[config.mk]
export PLATFORM = sky130hd
export DESIGN_NAME = ltmc_mode_ctrl
export DESIGN_NICKNAME = d
export VERILOG_FILES = /design/src/hdl/ltmc_pkg.sv /design/src/hdl/ltmc_sync.sv /design/src/hdl/ltmc_filter.sv /design/src/hdl/ltmc_mode_ctrl.sv
export SDC_FILE = /design/constraint.sdc
export NUM_CORES = 1
export LEC_CHECK = 0
export BUFFER_PORTS_ARGS = -buffer_cell sky130_fd_sc_hd__buf_2
export CORE_ASPECT_RATIO = 1.25
export CORE_UTILIZATION = 30
export DETAILED_ROUTE_END_ITERATION = 6
export PLACE_DENSITY = 0.49
export SYNTH_ARGS = -nofsm -noshare
export SYNTH_HDL_FRONTEND = slang
export SYNTH_SLANG_ARGS = --single-unit
export TNS_END_PERCENT = 100
[constraint.sdc]
create_clock -name clk_sys_i -period 2.29 [get_ports clk_sys_i]
set_input_delay 0.5725 -clock clk_sys_i [delete_from_list [all_inputs] [get_ports clk_sys_i]]
set_output_delay 0.5725 -clock clk_sys_i [all_outputs]
set_load 0.02 [all_outputs]
[src/hdl/ltmc_pkg.sv]
// What this block does
// Operation mode keeps transmitter, receiver and regulator all on.
// Chip select falling edge in operation mode enters power-down.
// Edge-wake variant connects pull-up only in operation; level-wake in every mode but power-on reset.
// Transmitter off when enable line low or permanent dominant seen.
// Transmitter re-enabled when enable line high, never while fault persists.
// Permanent dominant shutdown recovers once the dominant condition clears.
// Transmitter forced off while regulator unstable or recovering.
// Bus activity needs bus low continuously for the filter time.
// Level-wake leaves power-down on dominant longer than filter time.
// Edge-wake needs recessive-to-dominant edge then dominant filter time.
// Chip select high leaves power-down through ready mode.
// Edge-wake may go ready to transmitter-off; level-wake only to operation.
// Host drives enable low before chip select to reach transmitter-off.
// Power-on reset keeps all off, goes ready once supply is good.
// Ready keeps transmitter off; level-wake goes operation on chip select.
// Edge-wake ready picks operation or transmitter-off from enable line.
// Transmitter-off goes operation on enable high, power-down on select low.
// Power-down keeps transmitter, regulator off; bus wake goes to ready.
// Transmitter enabled only after chip select has been seen high.
// Chip select low at power-up leaves device waiting in ready mode.
// Receive data output tracks the bus line level.
// Supply below off threshold returns to power-on reset from any mode.
// Mismatch fault reported only after debounce following transmit fall.
// Wake variant is a build parameter; filter counts clock cycles.
// Reset starts in power-on reset, transmitter off, pull-up open.
`default_nettype none
package ltmc_pkg;
  localparam int unsigned CLK_HZ = 10_000_000;
  localparam int unsigned WAKE_FILTER_US = 20;
  localparam int unsigned MISMATCH_DEBOUNCE_US = 25;
  // Least times convert to whole cycles, never fewer than one
  localparam int unsigned WAKE_FILTER_CYC =
    (WAKE_FILTER_US * (CLK_HZ / 1_000_000) + 0) < 1 ? 1 :
    WAKE_FILTER_US * (CLK_HZ / 1_000_000);
  localparam int unsigned DEBOUNCE_CYC =
    MISMATCH_DEBOUNCE_US * (CLK_HZ / 1_000_000) < 1 ? 1 :
    MISMATCH_DEBOUNCE_US * (CLK_HZ / 1_000_000);
  localparam int unsigned CNT_W = 9;
  localparam logic [CNT_W-1:0] CNT_ZERO = 9'h000;
  localparam logic [CNT_W-1:0] CNT_ONE = 9'h001;

  // One-hot operating modes
  typedef enum logic [4:0] {
    LTMC_POR   = 5'h01,
    LTMC_READY = 5'h02,
    LTMC_OPER  = 5'h04,
    LTMC_TRANSMITTER_OFF_MODE = 5'h08,
    LTMC_PDOWN = 5'h10
  } ltmc_mode_e;

  // Power domain enables driven by the mode
  typedef struct packed {
    logic tx_en;
    logic rx_en;
    logic reg_en;
    logic pullup_en;
  } ltmc_pwr_s;
endpackage
`default_nettype wire

[src/hdl/ltmc_sync.sv]
`timescale 1ns/1ps
`default_nettype none
module ltmc_sync (
  input wire logic clk_sys_i, // System clock
  input wire logic rst_i,     // Async reset, active high
  input wire logic d_i,       // Asynchronous level
  output logic q_o            // Synchronised level
);
  logic meta_q;
  logic sync_q;
  // Two stages; the first is read only by the second
  always_ff @(posedge clk_sys_i or posedge rst_i) begin
    if (rst_i) begin
      meta_q <= 1'b0;
      sync_q <= 1'b0;
    end else begin
      meta_q <= d_i;
      sync_q <= meta_q;
    end
  end
  assign q_o = sync_q;
endmodule
`default_nettype wire

[src/hdl/ltmc_filter.sv]
`timescale 1ns/1ps
`default_nettype none
module ltmc_filter #(
  parameter logic [ltmc_pkg::CNT_W-1:0] LEN =
    ltmc_pkg::CNT_W'(ltmc_pkg::WAKE_FILTER_CYC)
) (
  input wire logic clk_sys_i, // System clock
  input wire logic rst_i,     // Async reset, active high
  input wire logic level_i,   // Level to qualify
  output logic held_o         // Level stood for LEN cycles
);
  logic [ltmc_pkg::CNT_W-1:0] cnt_q, cnt_d;
  // Count consecutive cycles; any drop restarts the count
  always_comb begin
    cnt_d = ltmc_pkg::CNT_ZERO;
    if (level_i) begin
      cnt_d = (cnt_q == LEN) ? cnt_q : cnt_q + ltmc_pkg::CNT_ONE;
    end
  end
  always_ff @(posedge clk_sys_i or posedge rst_i) begin
    if (rst_i) begin
      cnt_q <= ltmc_pkg::CNT_ZERO;
    end else begin
      cnt_q <= cnt_d;
    end
  end
  assign held_o = (cnt_q == LEN);
endmodule
`default_nettype wire

[src/hdl/ltmc_mode_ctrl.sv]
`timescale 1ns/1ps
`default_nettype none
module ltmc_mode_ctrl #(
  parameter bit EDGE_WAKE = 1'b0 // 1: edge-wake variant, 0: level-wake
) (
  input wire logic clk_sys_i,              // System clock
  input wire logic rst_i,                  // Async reset, active high
  input wire logic supply_on_i,            // Supply above on threshold
  input wire logic supply_off_i,           // Supply below off threshold
  input wire logic reg_stable_i,           // Regulated output stable
  input wire logic chip_select_local_wake_i, // Chip select / local wake
  input wire logic txd_i,                  // Transmit data from host
  input wire logic bus_line_i,             // Bus level, 1 recessive
  input wire logic fault_txe_i,            // Fault/enable line level
  input wire logic thermal_fault_i,        // Internal thermal/short fault
  input wire logic perm_dominant_i,        // Permanent dominant detected
  output logic fault_txe_o,                // Open-drain data, always 0
  output logic fault_txe_oe_o,             // High while pulling line low
  output logic bus_line_o,                 // Open-drain data, always 0
  output logic bus_line_oe_o,              // High while driving dominant
  output logic rxd_o,                      // Receive data
  output ltmc_pkg::ltmc_pwr_s pwr_o,       // Power domain enables
  output ltmc_pkg::ltmc_mode_e mode_o      // Current mode
);
  logic son_s, soff_s, rstab_s, cs_s, txd_s, bus_s, txe_s, flt_s, pd_s;
  logic dom_held, mis_held, mismatch;

  ltmc_sync u_s0 (.clk_sys_i(clk_sys_i), .rst_i(rst_i),
    .d_i(supply_on_i), .q_o(son_s));
  ltmc_sync u_s1 (.clk_sys_i(clk_sys_i), .rst_i(rst_i),
    .d_i(supply_off_i), .q_o(soff_s));
  ltmc_sync u_s2 (.clk_sys_i(clk_sys_i), .rst_i(rst_i),
    .d_i(reg_stable_i), .q_o(rstab_s));
  ltmc_sync u_s3 (.clk_sys_i(clk_sys_i), .rst_i(rst_i),
    .d_i(chip_select_local_wake_i), .q_o(cs_s));
  ltmc_sync u_s4 (.clk_sys_i(clk_sys_i), .rst_i(rst_i),
    .d_i(~txd_i), .q_o(txd_s));      // Inverted: 1 means txd low
  ltmc_sync u_s5 (.clk_sys_i(clk_sys_i), .rst_i(rst_i),
    .d_i(~bus_line_i), .q_o(bus_s)); // Inverted: 1 means dominant
  ltmc_sync u_s6 (.clk_sys_i(clk_sys_i), .rst_i(rst_i),
    .d_i(fault_txe_i), .q_o(txe_s));
  ltmc_sync u_s7 (.clk_sys_i(clk_sys_i), .rst_i(rst_i),
    .d_i(thermal_fault_i), .q_o(flt_s));
  ltmc_sync u_s8 (.clk_sys_i(clk_sys_i), .rst_i(rst_i),
    .d_i(perm_dominant_i), .q_o(pd_s));

  // Bus must stay dominant the full filter time to count as activity
  ltmc_filter #(
    .LEN(ltmc_pkg::CNT_W'(ltmc_pkg::WAKE_FILTER_CYC))
  ) u_wake_flt (
    .clk_sys_i(clk_sys_i),
    .rst_i(rst_i),
    .level_i(bus_s),
    .held_o(dom_held)
  );

  // Transmit low while bus recessive: held past debounce before reporting
  assign mismatch = txd_s & ~bus_s;
  ltmc_filter #(
    .LEN(ltmc_pkg::CNT_W'(ltmc_pkg::DEBOUNCE_CYC))
  ) u_mis_flt (
    .clk_sys_i(clk_sys_i),
    .rst_i(rst_i),
    .level_i(mismatch),
    .held_o(mis_held)
  );

  ltmc_pkg::ltmc_mode_e mode_q, mode_d;
  logic cs_prev_q, cs_prev_d;
  logic armed_q, armed_d;     // Edge-wake: recessive seen, edge may follow
  logic cs_seen_q, cs_seen_d;
  logic drv_fault;

  // Device pulls the enable line low on thermal fault, mismatch or unstable regulator, outside power-on reset and power-down
  assign drv_fault = flt_s | mis_held | ~rstab_s;

  // Mode sequencing
  always_comb begin
    mode_d = mode_q;
    cs_prev_d = cs_s;
    cs_seen_d = cs_seen_q | cs_s;
    // Arm on recessive; in edge-wake a dominant level with no prior recessive never wakes
    armed_d = armed_q;
    if (!bus_s) begin
      armed_d = 1'b1;
    end else if (mode_q != ltmc_pkg::LTMC_PDOWN) begin
      armed_d = 1'b0;
    end
    case (mode_q)
      ltmc_pkg::LTMC_POR: begin
        cs_seen_d = 1'b0;
        if (son_s) begin
          mode_d = ltmc_pkg::LTMC_READY;
        end
      end
      ltmc_pkg::LTMC_READY: begin
        // Waits here while select low or regulator settling
        if (cs_s && rstab_s) begin
          if (EDGE_WAKE && !txe_s) begin
            mode_d = ltmc_pkg::LTMC_TRANSMITTER_OFF_MODE;
          end else begin
            mode_d = ltmc_pkg::LTMC_OPER;
          end
        end
      end
      ltmc_pkg::LTMC_OPER: begin
        if (cs_prev_q && !cs_s) begin
          mode_d = ltmc_pkg::LTMC_PDOWN;
        end else if (!txe_s || pd_s || drv_fault) begin
          mode_d = ltmc_pkg::LTMC_TRANSMITTER_OFF_MODE;
        end
      end
      ltmc_pkg::LTMC_TRANSMITTER_OFF_MODE: begin
        if (!cs_s) begin
          mode_d = ltmc_pkg::LTMC_PDOWN;
        end else if (txe_s && !drv_fault && !pd_s) begin
          mode_d = ltmc_pkg::LTMC_OPER;
        end
      end
      ltmc_pkg::LTMC_PDOWN: begin
        if (cs_s) begin
          mode_d = ltmc_pkg::LTMC_READY;
        end else if (dom_held && (!EDGE_WAKE || armed_q)) begin
          mode_d = ltmc_pkg::LTMC_READY;
        end
        if (mode_d == ltmc_pkg::LTMC_READY) begin
          armed_d = 1'b0;
        end
      end
      default: mode_d = ltmc_pkg::LTMC_POR;
    endcase
    if (soff_s) begin
      mode_d = ltmc_pkg::LTMC_POR;
    end
  end

  always_ff @(posedge clk_sys_i or posedge rst_i) begin
    if (rst_i) begin
      mode_q <= ltmc_pkg::LTMC_POR;
      cs_prev_q <= 1'b0;
      armed_q <= 1'b0;
      cs_seen_q <= 1'b0;
    end else begin
      mode_q <= mode_d;
      cs_prev_q <= cs_prev_d;
      armed_q <= armed_d;
      cs_seen_q <= cs_seen_d;
    end
  end

  // Output decode, registered so every output but the constant open-drain data leaves a flip-flop
  ltmc_pkg::ltmc_pwr_s pwr_q, pwr_d;
  logic bus_oe_q, bus_oe_d, fault_oe_q, fault_oe_d, rxd_q, rxd_d;
  ltmc_pkg::ltmc_mode_e mode_out_q;

  always_comb begin
    pwr_d = '0;
    case (mode_d)
      ltmc_pkg::LTMC_OPER: begin
        pwr_d.tx_en = cs_seen_d & txe_s & ~drv_fault & ~pd_s;
        pwr_d.rx_en = 1'b1;
        pwr_d.reg_en = 1'b1;
      end
      ltmc_pkg::LTMC_READY, ltmc_pkg::LTMC_TRANSMITTER_OFF_MODE: begin
        pwr_d.rx_en = 1'b1;
        pwr_d.reg_en = 1'b1;
      end
      default: pwr_d = '0;
    endcase
    // Edge-wake opens the pull-up outside operation to save current
    pwr_d.pullup_en = EDGE_WAKE ? (mode_d == ltmc_pkg::LTMC_OPER)
                                : (mode_d != ltmc_pkg::LTMC_POR);
    bus_oe_d = pwr_d.tx_en & txd_s;
    fault_oe_d = (mode_d != ltmc_pkg::LTMC_POR) &&
                 (mode_d != ltmc_pkg::LTMC_PDOWN) && drv_fault;
    rxd_d = ~bus_s;
  end

  always_ff @(posedge clk_sys_i or posedge rst_i) begin
    if (rst_i) begin
      pwr_q <= '0;
      bus_oe_q <= 1'b0;
      fault_oe_q <= 1'b0;
      rxd_q <= 1'b1;
      mode_out_q <= ltmc_pkg::LTMC_POR;
    end else begin
      pwr_q <= pwr_d;
      bus_oe_q <= bus_oe_d;
      fault_oe_q <= fault_oe_d;
      rxd_q <= rxd_d;
      mode_out_q <= mode_d;
    end
  end

  assign pwr_o = pwr_q;
  assign bus_line_oe_o = bus_oe_q;
  assign bus_line_o = 1'b0;
  assign fault_txe_oe_o = fault_oe_q;
  assign fault_txe_o = 1'b0;
  assign rxd_o = rxd_q;
  assign mode_o = mode_out_q;
endmodule
`default_nettype wire

==> results.txt, run 1 <==
The horizontal die dimension came out at 76.8 um. The async set or reset register ratio after synthesis came out at 1.00. The clock-pin slew reported for the worst setup and hold paths after clock tree synthesis is 0.09 ns.

The core region is 6650 um2. The clock insertion delay at the later pin of the skew report is 0.30 ns. The post-layout utilization of the core came out at 0.360.

The number of cells on the worst reg-to-reg path is 6. The number of instances in the synthesized netlist came out at 185. STA puts the critical path data arrival time at 2.00 ns. The number of synthesized register bits is 49. Setup violations remaining at the end of the flow were counted as 0. The kind of critical path is register to register. The final worst hold slack is 0.325 ns. Yosys mapped the design onto 48 distinct sky130hd cell types. The row count came out at 33. The flow ran to the end, and the final reports show no timing, DRC or antenna violations.

In this run the worst hold path is classified as input pin to asynchronous set/reset pin. In this run the post-CTS setup repair buffer count came out at 0. The area added between synthesis and finish came out at 14.2%. The required time of the critical path came out at 2.49 ns. The total number of yosys warnings came out at 0.

The element type at the critical path start is a register. Leaving out fill and tap cells, the most frequent cells in the layout are dfrtp_1, buf_2, nor2_1, nand2_1, a21oi_1. Setup repair after global routing left no endpoint under its margin.

The net count reported at finish came out at 221. For the final database, setup skew stands at 0.00893 ns. At the pin with the least slew margin, the transition time is 0.570 ns. In the final routed layout, each cell accounts on average for 12.6 um. The library cell used most frequently in the layout, excluding fill and tap cells, is dfrtp_1.

25 I/O pins were placed. The worst path setup slack after routing came out at 0.490 ns. In the final timing run, aggregate negative setup slack is 0 ns. The clock sink count came out at 49. The initial core utilization is 0.316. The number of buffers added to fix hold violations after cts is 0.

Across every metal layer, demand over resource in global routing totals 0.114. TritonCTS built the clock tree. No sink is reached through more buffers than the 2 on the longest clock path. The H-tree generated during clock tree synthesis spans 2 levels. In this run the power density over the cells is 727 nW/um2.

Yosys mapped a number of flops with a built-in enable equal to 0. The largest driver fanout on the critical path is 3. The count of nets left with antenna violations once routing finished came out at 0. The destination of the critical timing path is fault_txe_oe_o. The maximum operating frequency is 555 MHz. The detailed-route vias per instance is 4.60. The number of buffers created by CTS came out at 5.

The detailed router finished its first iteration with 54 violations. The maximum number of pins on one net before global-route repair came out at 27. Summed over all nets, the half-perimeter wirelength after detailed placement is 2600 um. The peak supply drop came out at 0.000262 V. The setup slack at placement is 0.497 ns. The tool flagged a number of max-cap violations equal to 0.

The proportion of layout cells with a drive suffix above 1 came out at 0.203. The residual overflow from global routing is 0. The count of final max-slew check failures is 0. The initial antenna violation count came to 0. The final estimated routing congestion in global placement is 0.724. In the routed design, unresolved DRC markers number 0. Buffers placed on the I/O ports in this run total 22. The via count of the first global-routing pass was 1308. Summing over every cut layer, the via total after detailed routing is 1353. For this block, the routed nets add up to 3710 um of wire.

The launching element of the worst setup path is u_wake_flt.cnt_q[0]. The post-layout minimum cycle time is 1.80 ns. The post-synthesis instance area is 2100 um2. The wire length of the first global-routing pass came out at 6480 um.

Post-CTS repair changed the size of 0 cells. The final antenna diode count is 0. The worst relative slew slack is 0.620. The register area share after synthesis is 0.586. For this run, the detailed router's first-pass iteration total came to 4. The share of the clock period used by the worst path after layout came out at 0.786. Across all register-to-register paths, the minimum setup slack is 0.49 ns. The worst setup path is captured at a register. The height of the die came out at 95.5 um. The endpoint identified for the worst register-to-register timing path is fault_txe_oe_o. The die covers 7330 um2. The reported leakage power came out at 1.05 nW.

The average instance area after synthesis is 11.3 um2. The cell sitting at the root of the clock tree is a clkbuf_8. The launch instance of the worst register-to-register path is u_wake_flt.cnt_q[0]. The predominant post-synthesis flop cell is dfrtp_1.

The number of hold violations in the final report came out at 0.
==> cells in the mapped netlist, types with 2 or more instances <==
| library cell | instances | share of area |
|---|---|---|
| dfrtp_1 | 47 | 0.56 |
| nor2_1 | 16 | 0.029 |
| nand2_1 | 14 | 0.025 |
| a21oi_1 | 9 | 0.021 |
| nor3_1 | 7 | 0.017 |
| xor2_1 | 7 | 0.029 |
| inv_1 | 6 | 0.011 |
| nand3_1 | 5 | 0.012 |
| nor2b_1 | 5 | 0.015 |
| o21ai_0 | 5 | 0.012 |
| buf_2 | 4 | 0.0095 |
| ha_1 | 4 | 0.024 |
| nor4_1 | 4 | 0.012 |
| or3_1 | 4 | 0.012 |
| xnor2_1 | 4 | 0.017 |
| buf_4 | 3 | 0.011 |
| nand2b_1 | 3 | 0.0089 |
| nor4b_1 | 3 | 0.013 |
| o211ai_1 | 3 | 0.011 |
| clkbuf_1 | 2 | 0.0036 |
| dfstp_2 | 2 | 0.025 |
| o21a_1 | 2 | 0.0072 |
==> per-stage QoR <==
step | std cells | power [mW] | area [um2]
final | 294 | 1.74 | 2400
after detailed placement | 286 | 1.13 | 2280
after global placement | 286 | 1.13 | 2280
after global routing | 294 | 1.83 | 2400
after floorplan | 186 | 1.08 | 2100
after CTS | 294 | 1.77 | 2400
==> cell families after synthesis <==
logic type / synth area share
buffers and inverters: 0.0417
and+or+nand+nor: 0.208
AOI/OAI and AO/OA: 0.0888
DFF: 0.586
adders and majority gates: 0.0239
other: 0.00179
xor gates and xnor gates: 0.0459
muxes: 0.00477
==> worst max-delay path: stages, from the launching register on <==
cell and delay, ns:
dfrtp_1 0.40, inv_1 0.09, ha_1 0.14, or4b_4 0.46
o211ai_1 0.20, a21oi_1 0.15, a2111oi_4 0.28
==> layout make-up <==
type                       instances  area [um2]
clock buffer                       7        86.3
sequential                        49        1230
clock inverter                     1        30.0
multi-input combinational        120         786
inverter                           7        26.3
timing repair buffer              23         130
fill                             655        4250
tap                               87         109
==> routing by layer <==
layer	track usage	vias to the layer above	routed length, um
li1	-	674	-
met1	0.150	655	1820
met5	0	-	0
met2	0.177	22	1750
met4	0.0481	0	30
met3	0.0306	2	117
==> how the worst min path moves through the flow <==
stage	from	slack [ns]	depth (start not counted)	to
2_1_floorplan	u_s0.meta_q	0.33	0	u_s0.q_o
3_3_place_gp	u_s5.meta_q	0.33	0	u_s5.q_o
3_5_place_dp	u_s5.meta_q	0.34	0	u_s5.q_o
4_1_cts	rst_i	0.34	2	u_s5.meta_q
5_1_grt	u_s3.meta_q	0.35	0	u_s3.q_o
6_report	rst_i	0.33	2	u_s5.meta_q
==> power by group <==
part           leakage, nW  internal [mW]  switching [mW]  total [mW]
Combinational        0.370         0.0615           0.101       0.163
Clock               0.0585          0.356           0.283       0.640
Sequential           0.626          0.907          0.0329       0.940
==> registers in the layout, indices dropped and copies added (netlist names), 3 cells and up <==
register          flops
pwr_o                 3
u_wake_flt.cnt_q      9
mode_o                5
u_mis_flt.cnt_q       9
(Power assumes the default switching activity.)
==> run 2: changes to the inputs <==
==> constraint.sdc (replaced) <==
create_clock -name clk_sys_i -period 1.8 [get_ports clk_sys_i]
set_input_delay 0.45 -clock clk_sys_i [delete_from_list [all_inputs] [get_ports clk_sys_i]]
set_output_delay 0.45 -clock clk_sys_i [all_outputs]
set_load 0.02 [all_outputs]
==> results.txt, run 2 (synthesis gave the netlist of run 1 again) <==
The run finished with clean final reports. TritonCTS built the clock tree. During placement, the flow inserted port buffers numbering 22. For the final routed database, the setup TNS stands at 0 ns. The residual DRC count came out at 0.

The count of final max-slew check failures is 0. The die covers 7330 um2. The maximum operating frequency came out at 572 MHz. The die is 95.5 um tall.

Gates resized during post-CTS repair numbered 0. Leaving out fill and tap cells, the most frequent cell in the layout is dfrtp_1. The worst path setup slack after routing is 0.0528 ns. The detailed-route vias per instance is 4.47. The number of buffers added to fix hold violations after cts is 0. In this run, placement finished with an instance count of 295.

The row count came out at 33. The element type at the critical path start is a register. The final instance area came out at 2490 um2. The number of hold violations in the final report is 0. The residual overflow from global routing is 0. Wires add up to 3730 um. At the end of the flow, the number of nets in the layout was 230. The number of buffers created by CTS is 5. The critical path starts at u_wake_flt.cnt_q[0].

The wire length of the first global-routing pass came out at 6510 um. The H-tree depth came out at 2. Across the VDD grid, the largest voltage drop is 0.000589 V. The data arrival time of the worst path is 1.94 ns. The detailed placer's ending HPWL is 2560 um. The setup slack at placement is 0.0370 ns. In the final layout, the share of cells above drive strength 1 is 0.255. In this run the critical register-to-register path is captured at fault_txe_oe_o. STA classifies the critical path endpoint as a register. The post-layout utilization of the core is 0.375.

In this run the power density over the cells is 945 nW/um2. The number of max-capacitance violations reported came out at 0. The clock insertion delay at the later pin of the skew report is 0.30 ns. Summing all multi-input logic gate instances after layout gives 790 um2.

Summing all flip-flop and latch instances after layout gives 1230 um2. For this block, the via count after detailed routing is 1355. The kind of critical path is register to register.

After detailed placement, the total cell area comes to 2350 um2. The maximum number of pins on one net before global-route repair is 50. For this configuration, the core starts out at a cell density of 0.316. The destination of the critical timing path is fault_txe_oe_o. The total power after layout came out at 2.36 mW. Dividing the detail-routed wire length by the instance count gives 12.3 um. The path class of the tightest hold or removal check is input pin to asynchronous set/reset pin.

The worst register-to-register path has a depth of 6. The reported leakage power came out at 1.11 nW. The clock net in this run drives a total of 49 sinks. The share of the clock period used by the worst path after layout came out at 0.971. The horizontal die dimension came out at 76.8 um. The via count of the first global-routing pass was 1346. The library cells used most frequently in the layout, excluding fill and tap cells, are dfrtp_1, buf_2, nor2_1, nand2_1, buf_4. The required time of the critical path is 2.00 ns. The final clock skew is 0.00437 ns. The final antenna diode count came out at 0.

The layout has 660 filler cells. The remaining number of nets flagged by the antenna check after routing came out at 0. Routability-driven placement finished with a final weighted congestion of 0.718.

In this run the register-to-register setup slack is 0.05 ns. The maximum number of buffers from clock root to sink is 2. Setup repair after global routing could not meet its margin everywhere. The top-level I/O count is 25.

The detailed-routing iteration count for the pre-antenna-repair pass is 5. The post-layout minimum cycle time came out at 1.75 ns. The total core area came out at 6650 um2.

The number of cells in the finished layout apart from fillers is 303. The root buffer cell chosen for the clock tree is clkbuf_8. After clock tree synthesis, the clock-pin slew on the worst setup and hold paths is 0.09 ns. Final hold analysis gives a worst-case slack of 0.179 ns.

Setup violations remaining at the end of the flow were counted as 0. The initial antenna violation count is 0. Across every metal layer, demand over resource in global routing totals 0.115. The worst register-to-register path begins at u_wake_flt.cnt_q[0]. The DRC marker count from the first detailed-route iteration came out at 69. In this run the worst path has a maximum fanout of 3.

The post-CTS setup repair buffer count is 0. The area added between synthesis and finish is 18.7%.
==> run 2: changes by cell type in the layout (fill, tap and decap cells not counted), sizes merged <==
cell    before  now
buf         23   32
inv          7    8
clkbuf       7    5
bufinv       1    2
==> run 2: worst min-delay path by stage <==
| stage | slack (ns) | cells past startpoint | endpoint | startpoint |
|---|---|---|---|---|
| after global routing | 0.18 | 3 | u_s8.meta_q | rst_i |
| after detailed placement | 0.33 | 0 | u_s1.q_o | u_s1.meta_q |
| after CTS | 0.18 | 3 | u_s8.meta_q | rst_i |
| after global placement | 0.33 | 0 | u_s5.q_o | u_s5.meta_q |
| after floorplan | 0.33 | 0 | u_s0.q_o | u_s0.meta_q |
| final | 0.18 | 3 | u_s8.meta_q | rst_i |
==> run 2: layer usage <==
metal,vias to the layer above,global-route usage,share of wire
li1,689,-,-
met4,0,0.0529,0.017
met2,28,0.192,0.47
met1,633,0.142,0.47
met5,-,0,0
met3,5,0.0278,0.042
==> run 2: critical path, cell delays in order, from the launching register on <==
cell and delay [ns]:
dfrtp_1 0.38, inv_1 0.07, ha_1 0.13, or4b_4 0.46, o211ai_1 0.22, a21oi_2 0.12
a2111oi_4 0.27
==> run 2: power by group <==
part           total (mW)  internal [mW]  switching [mW]
Sequential           1.19           1.15          0.0387
Clock               0.927          0.559           0.368
Combinational       0.235         0.0972           0.138
==> run 2: final cells by class <==
type                    instances  share of cell area
clock buffers                   5              0.0276
clock inverters                 3              0.0276
inverters                       7              0.0105
multi-input cells             120               0.317
flip-flops and latches         49               0.494
well taps                      87              0.0437
repair buffers                 32              0.0794
==> run 3: changes to the inputs <==
--- a/config.mk
+++ b/config.mk
@@ -5,11 +5,12 @@
 export SDC_FILE = /design/constraint.sdc
 export NUM_CORES = 1
 export LEC_CHECK = 0
+export ABC_AREA = 1
 export BUFFER_PORTS_ARGS = -buffer_cell sky130_fd_sc_hd__buf_2
 export CORE_ASPECT_RATIO = 1.25
-export CORE_UTILIZATION = 30
+export CORE_UTILIZATION = 45
 export DETAILED_ROUTE_END_ITERATION = 6
-export PLACE_DENSITY = 0.49
+export PLACE_DENSITY = 0.66
 export SYNTH_ARGS = -nofsm -noshare
 export SYNTH_HDL_FRONTEND = slang
 export SYNTH_SLANG_ARGS = --single-unit
==> results.txt, run 3 <==
The cell accounting for the most synthesized area is dfrtp_1. The initial core utilization came out at 0.474. Across the VDD grid, the largest voltage drop is 0.000625 V. The critical path is of the register to output port type. The detailed placer's ending HPWL is 2600 um. The path class of the tightest hold or removal check is input pin to asynchronous set/reset pin. Setup repair after global routing left no endpoint under its margin. The share of the synthesized netlist area taken by xor and xnor gates came out at 0.00418. The register area share after synthesis came out at 0.586. Buffers added to address setup during post-CTS repair amount to 0.

The net count reported at finish came out at 265. Grouping stages by cell kind, the critical path spends the most delay in flip-flops. The remaining number of nets flagged by the antenna check after routing came out at 0. On the worst path, the slowest cell contributes a delay of 0.57 ns. The number of max-capacitance violations reported is 0. For this run, the total global-route usage over all layers was measured as 0.163. Of the post-synthesis cell area, the part taken by muxes is 0. The post-layout minimum cycle time came out at 1.50 ns. For this run, design rule violations remaining after detail routing come to 0.

The standard cell area after detailed placement is 2290 um2. The total power per unit cell area came out at 898 nW/um2. The area growth from synthesis to layout is 14.8%.

The post-cts repair resize count came out at 0. Derived from the worst setup path, the maximum achievable clock frequency is 668 MHz. The total number of yosys warnings is 0.

The clock-pin slew reported for the worst setup and hold paths after clock tree synthesis is 0.09 ns. The number of fillers in the final layout came out at 401. The number of hold violations in the final report is 0. The initial antenna violation count is 0.

The proportion of layout cells with a drive suffix above 1 came out at 0.211. Input and output buffers added on the ports amount to 22. The run finished with clean final reports. The clock sink count is 49. The simple-gate share of the synthesized area is 0.211. For the worst setup path, the data arrival time is 1.05 ns. The via count of the first global-routing pass is 1479. The number of enable-type register cells in the synthesized netlist came out at 0.

The full die area is 4940 um2. The register area came out at 1230 um2. Summed over all cells, the static leakage comes to 1.24 nW. The number of endpoints failing setup at the final stage is 0. The library cell used most frequently in the layout, excluding fill and tap cells, is dfrtp_1. The final worst hold slack came out at 0.125 ns.

The final wirelength is 3430 um. After synthesis, the netlist uses 27 different library cells. The number of synthesized register bits is 49. The commonest cells after synthesis are dfrtp_1, inv_1, nand2_1, nor2_1, o21ai_0. Dividing the synthesized area by the synthesized cell count gives 9.48 um2. The root buffer cell chosen for the clock tree is clkbuf_8.

Among all stages on the critical path, the largest delay is contributed by dfstp_2. Summing all non-filler instances in the final layout gives an area of 2410 um2. Detailed routing inserted a total of 1455 vias. For this block, the initial DRC count from the detailed router was 52.

The horizontal die dimension came out at 63.0 um. The maximum number of buffers from clock root to sink is 2. The largest driver fanout on the critical path is 3. Routability-driven placement finished with a final weighted congestion of 0.863. Traced cell by cell, the critical path runs through buf_2. The slack of the worst reg-to-reg path came out at 0.34 ns. The detailed-routing iteration count for the pre-antenna-repair pass came out at 4. The row count came out at 27.

The total core area is 4430 um2. 0 antenna diodes ended up in the layout. The post-layout utilization of the core is 0.544. The maximum number of pins on one net before global-route repair came out at 22.

The number of buffers added to fix hold violations after cts came out at 0. The first global-routing pass estimated 6060 um of wire. The worst setup path is launched from a register. Clock tree synthesis inserted a total of 5 buffers. The H-tree depth came out at 2. Among all flip-flop cells after synthesis, the most frequent one is dfrtp_1. Dividing the detail-routed wire length by the instance count gives 11.1 um. Together, buffers and inverters on the worst path number 1. The top-level I/O count came out at 25.

The floorplan step set the die height to 78.3 um. In this run the cell area of the synthesized design comes to 2100 um2. The sum of negative setup slack is 0 ns.

The share of the clock period used by the worst path after layout is 0.831. The async set or reset register ratio after synthesis came out at 1.00. The count of final max-slew check failures came out at 0. The top cell types in the final layout, fill and taps aside, are dfrtp_1, inv_1, nand2_1, nor2_1, buf_2. The proportion of netlist area held by the largest area contributor is 0.561. The setup slack at placement came out at 0.335 ns. The most frequent cell after synthesis is dfrtp_1. The worst path setup slack after routing came out at 0.304 ns.

By area, the combinational part of the netlist is dominated by simple AND/OR/NAND/NOR gates. The detailed-route vias per instance is 4.71. TritonCTS built the clock tree.

The worst setup path is captured at an output port. The final clock skew is 0.0118 ns. The arithmetic-cell share of the synthesized area counting full adders, half adders and majority gates is 0.0239. The number of instances in the synthesized netlist is 221. After synthesis, the cell types taking the most area are dfrtp_1, inv_1, nand2_1. The required time of the critical path is 1.35 ns. After global routing the overflow that remains totals 0. In the final layout, the multi-input gates occupy 693 um2. The share of the synthesized area in compound gates (AO/OA/AOI/OAI) was 0.0884. The clock insertion delay at the later pin of the skew report is 0.31 ns.
run 3: changes by cell type after synthesis, sizes merged, moves of 4 or more:
cell and delta:
xor2 -6, o21ai +11, nor3 -4, nor2b -5, nand3 +10, or3 -5, buf -4, inv +33
xnor2 -4, nand4 +4, nor2 +17, nor4b -4, nand2 +16
run 3: cell families (layout without fill, tap and decap cells):
family                   after synthesis  count (layout)
other                                  1               2
flip-flops                            49              49
AND/OR/NAND/NOR                       90              90
adder cells (fa/ha/maj)                4               4
buffers and inverters                 44              73
AO/OA/AOI/OAI                         32              32
XOR/XNOR                               1               1
run 3: final cells by class:
| type | count | share of cell area |
|---|---|---|
| tap | 58 | 0.0302 |
| timing repair buffer | 25 | 0.0603 |
| clock inverter | 1 | 0.0125 |
| clock buffer | 7 | 0.0359 |
| sequential | 49 | 0.511 |
| inverter | 40 | 0.0624 |
| multi-input combinational | 129 | 0.288 |
run 3: report_power, final:
group	switching [mW]	total [mW]	internal, mW	leakage, nW
clock network	0.352	0.805	0.453	0.0585
registers	0.0298	1.18	1.15	0.626
logic	0.116	0.176	0.0600	0.551
total	0.497	2.16	1.66	1.24
run 3: routing by layer:
| layer | up-vias | global-route usage | routed length [um] |
|---|---|---|---|
| met2 | 27 | 0.290 | 1740 |
| met5 | - | 0 | 0 |
| met3 | 5 | 0.0422 | 128 |
| met4 | 0 | 0.0930 | 81 |
| li1 | 747 | - | - |
| met1 | 676 | 0.173 | 1470 |
run 3: worst paths after layout:
path | start | endpoint | cells after the start
max in group asynchronous | rst_i | u_s7.meta_q | 3
worst min register to register | u_s2.meta_q | u_s2.q_o | 0
worst min-delay path | rst_i | mode_o[4] | 2
worst max register to register | u_mis_flt.cnt_q[0] | pwr_o[3] | 11
min in group clk_sys_i | supply_off_i | u_s1.meta_q | 1
worst max-delay path | mode_o[0] | mode_o[0] | 1
run 3: stage by stage:
step | total power [mW] | cells
2_1_floorplan | 1.33 | 222
3_3_place_gp | 1.38 | 301
3_5_place_dp | 1.38 | 301
4_1_cts | 2.18 | 309
5_1_grt | 2.25 | 309
6_report | 2.16 | 309
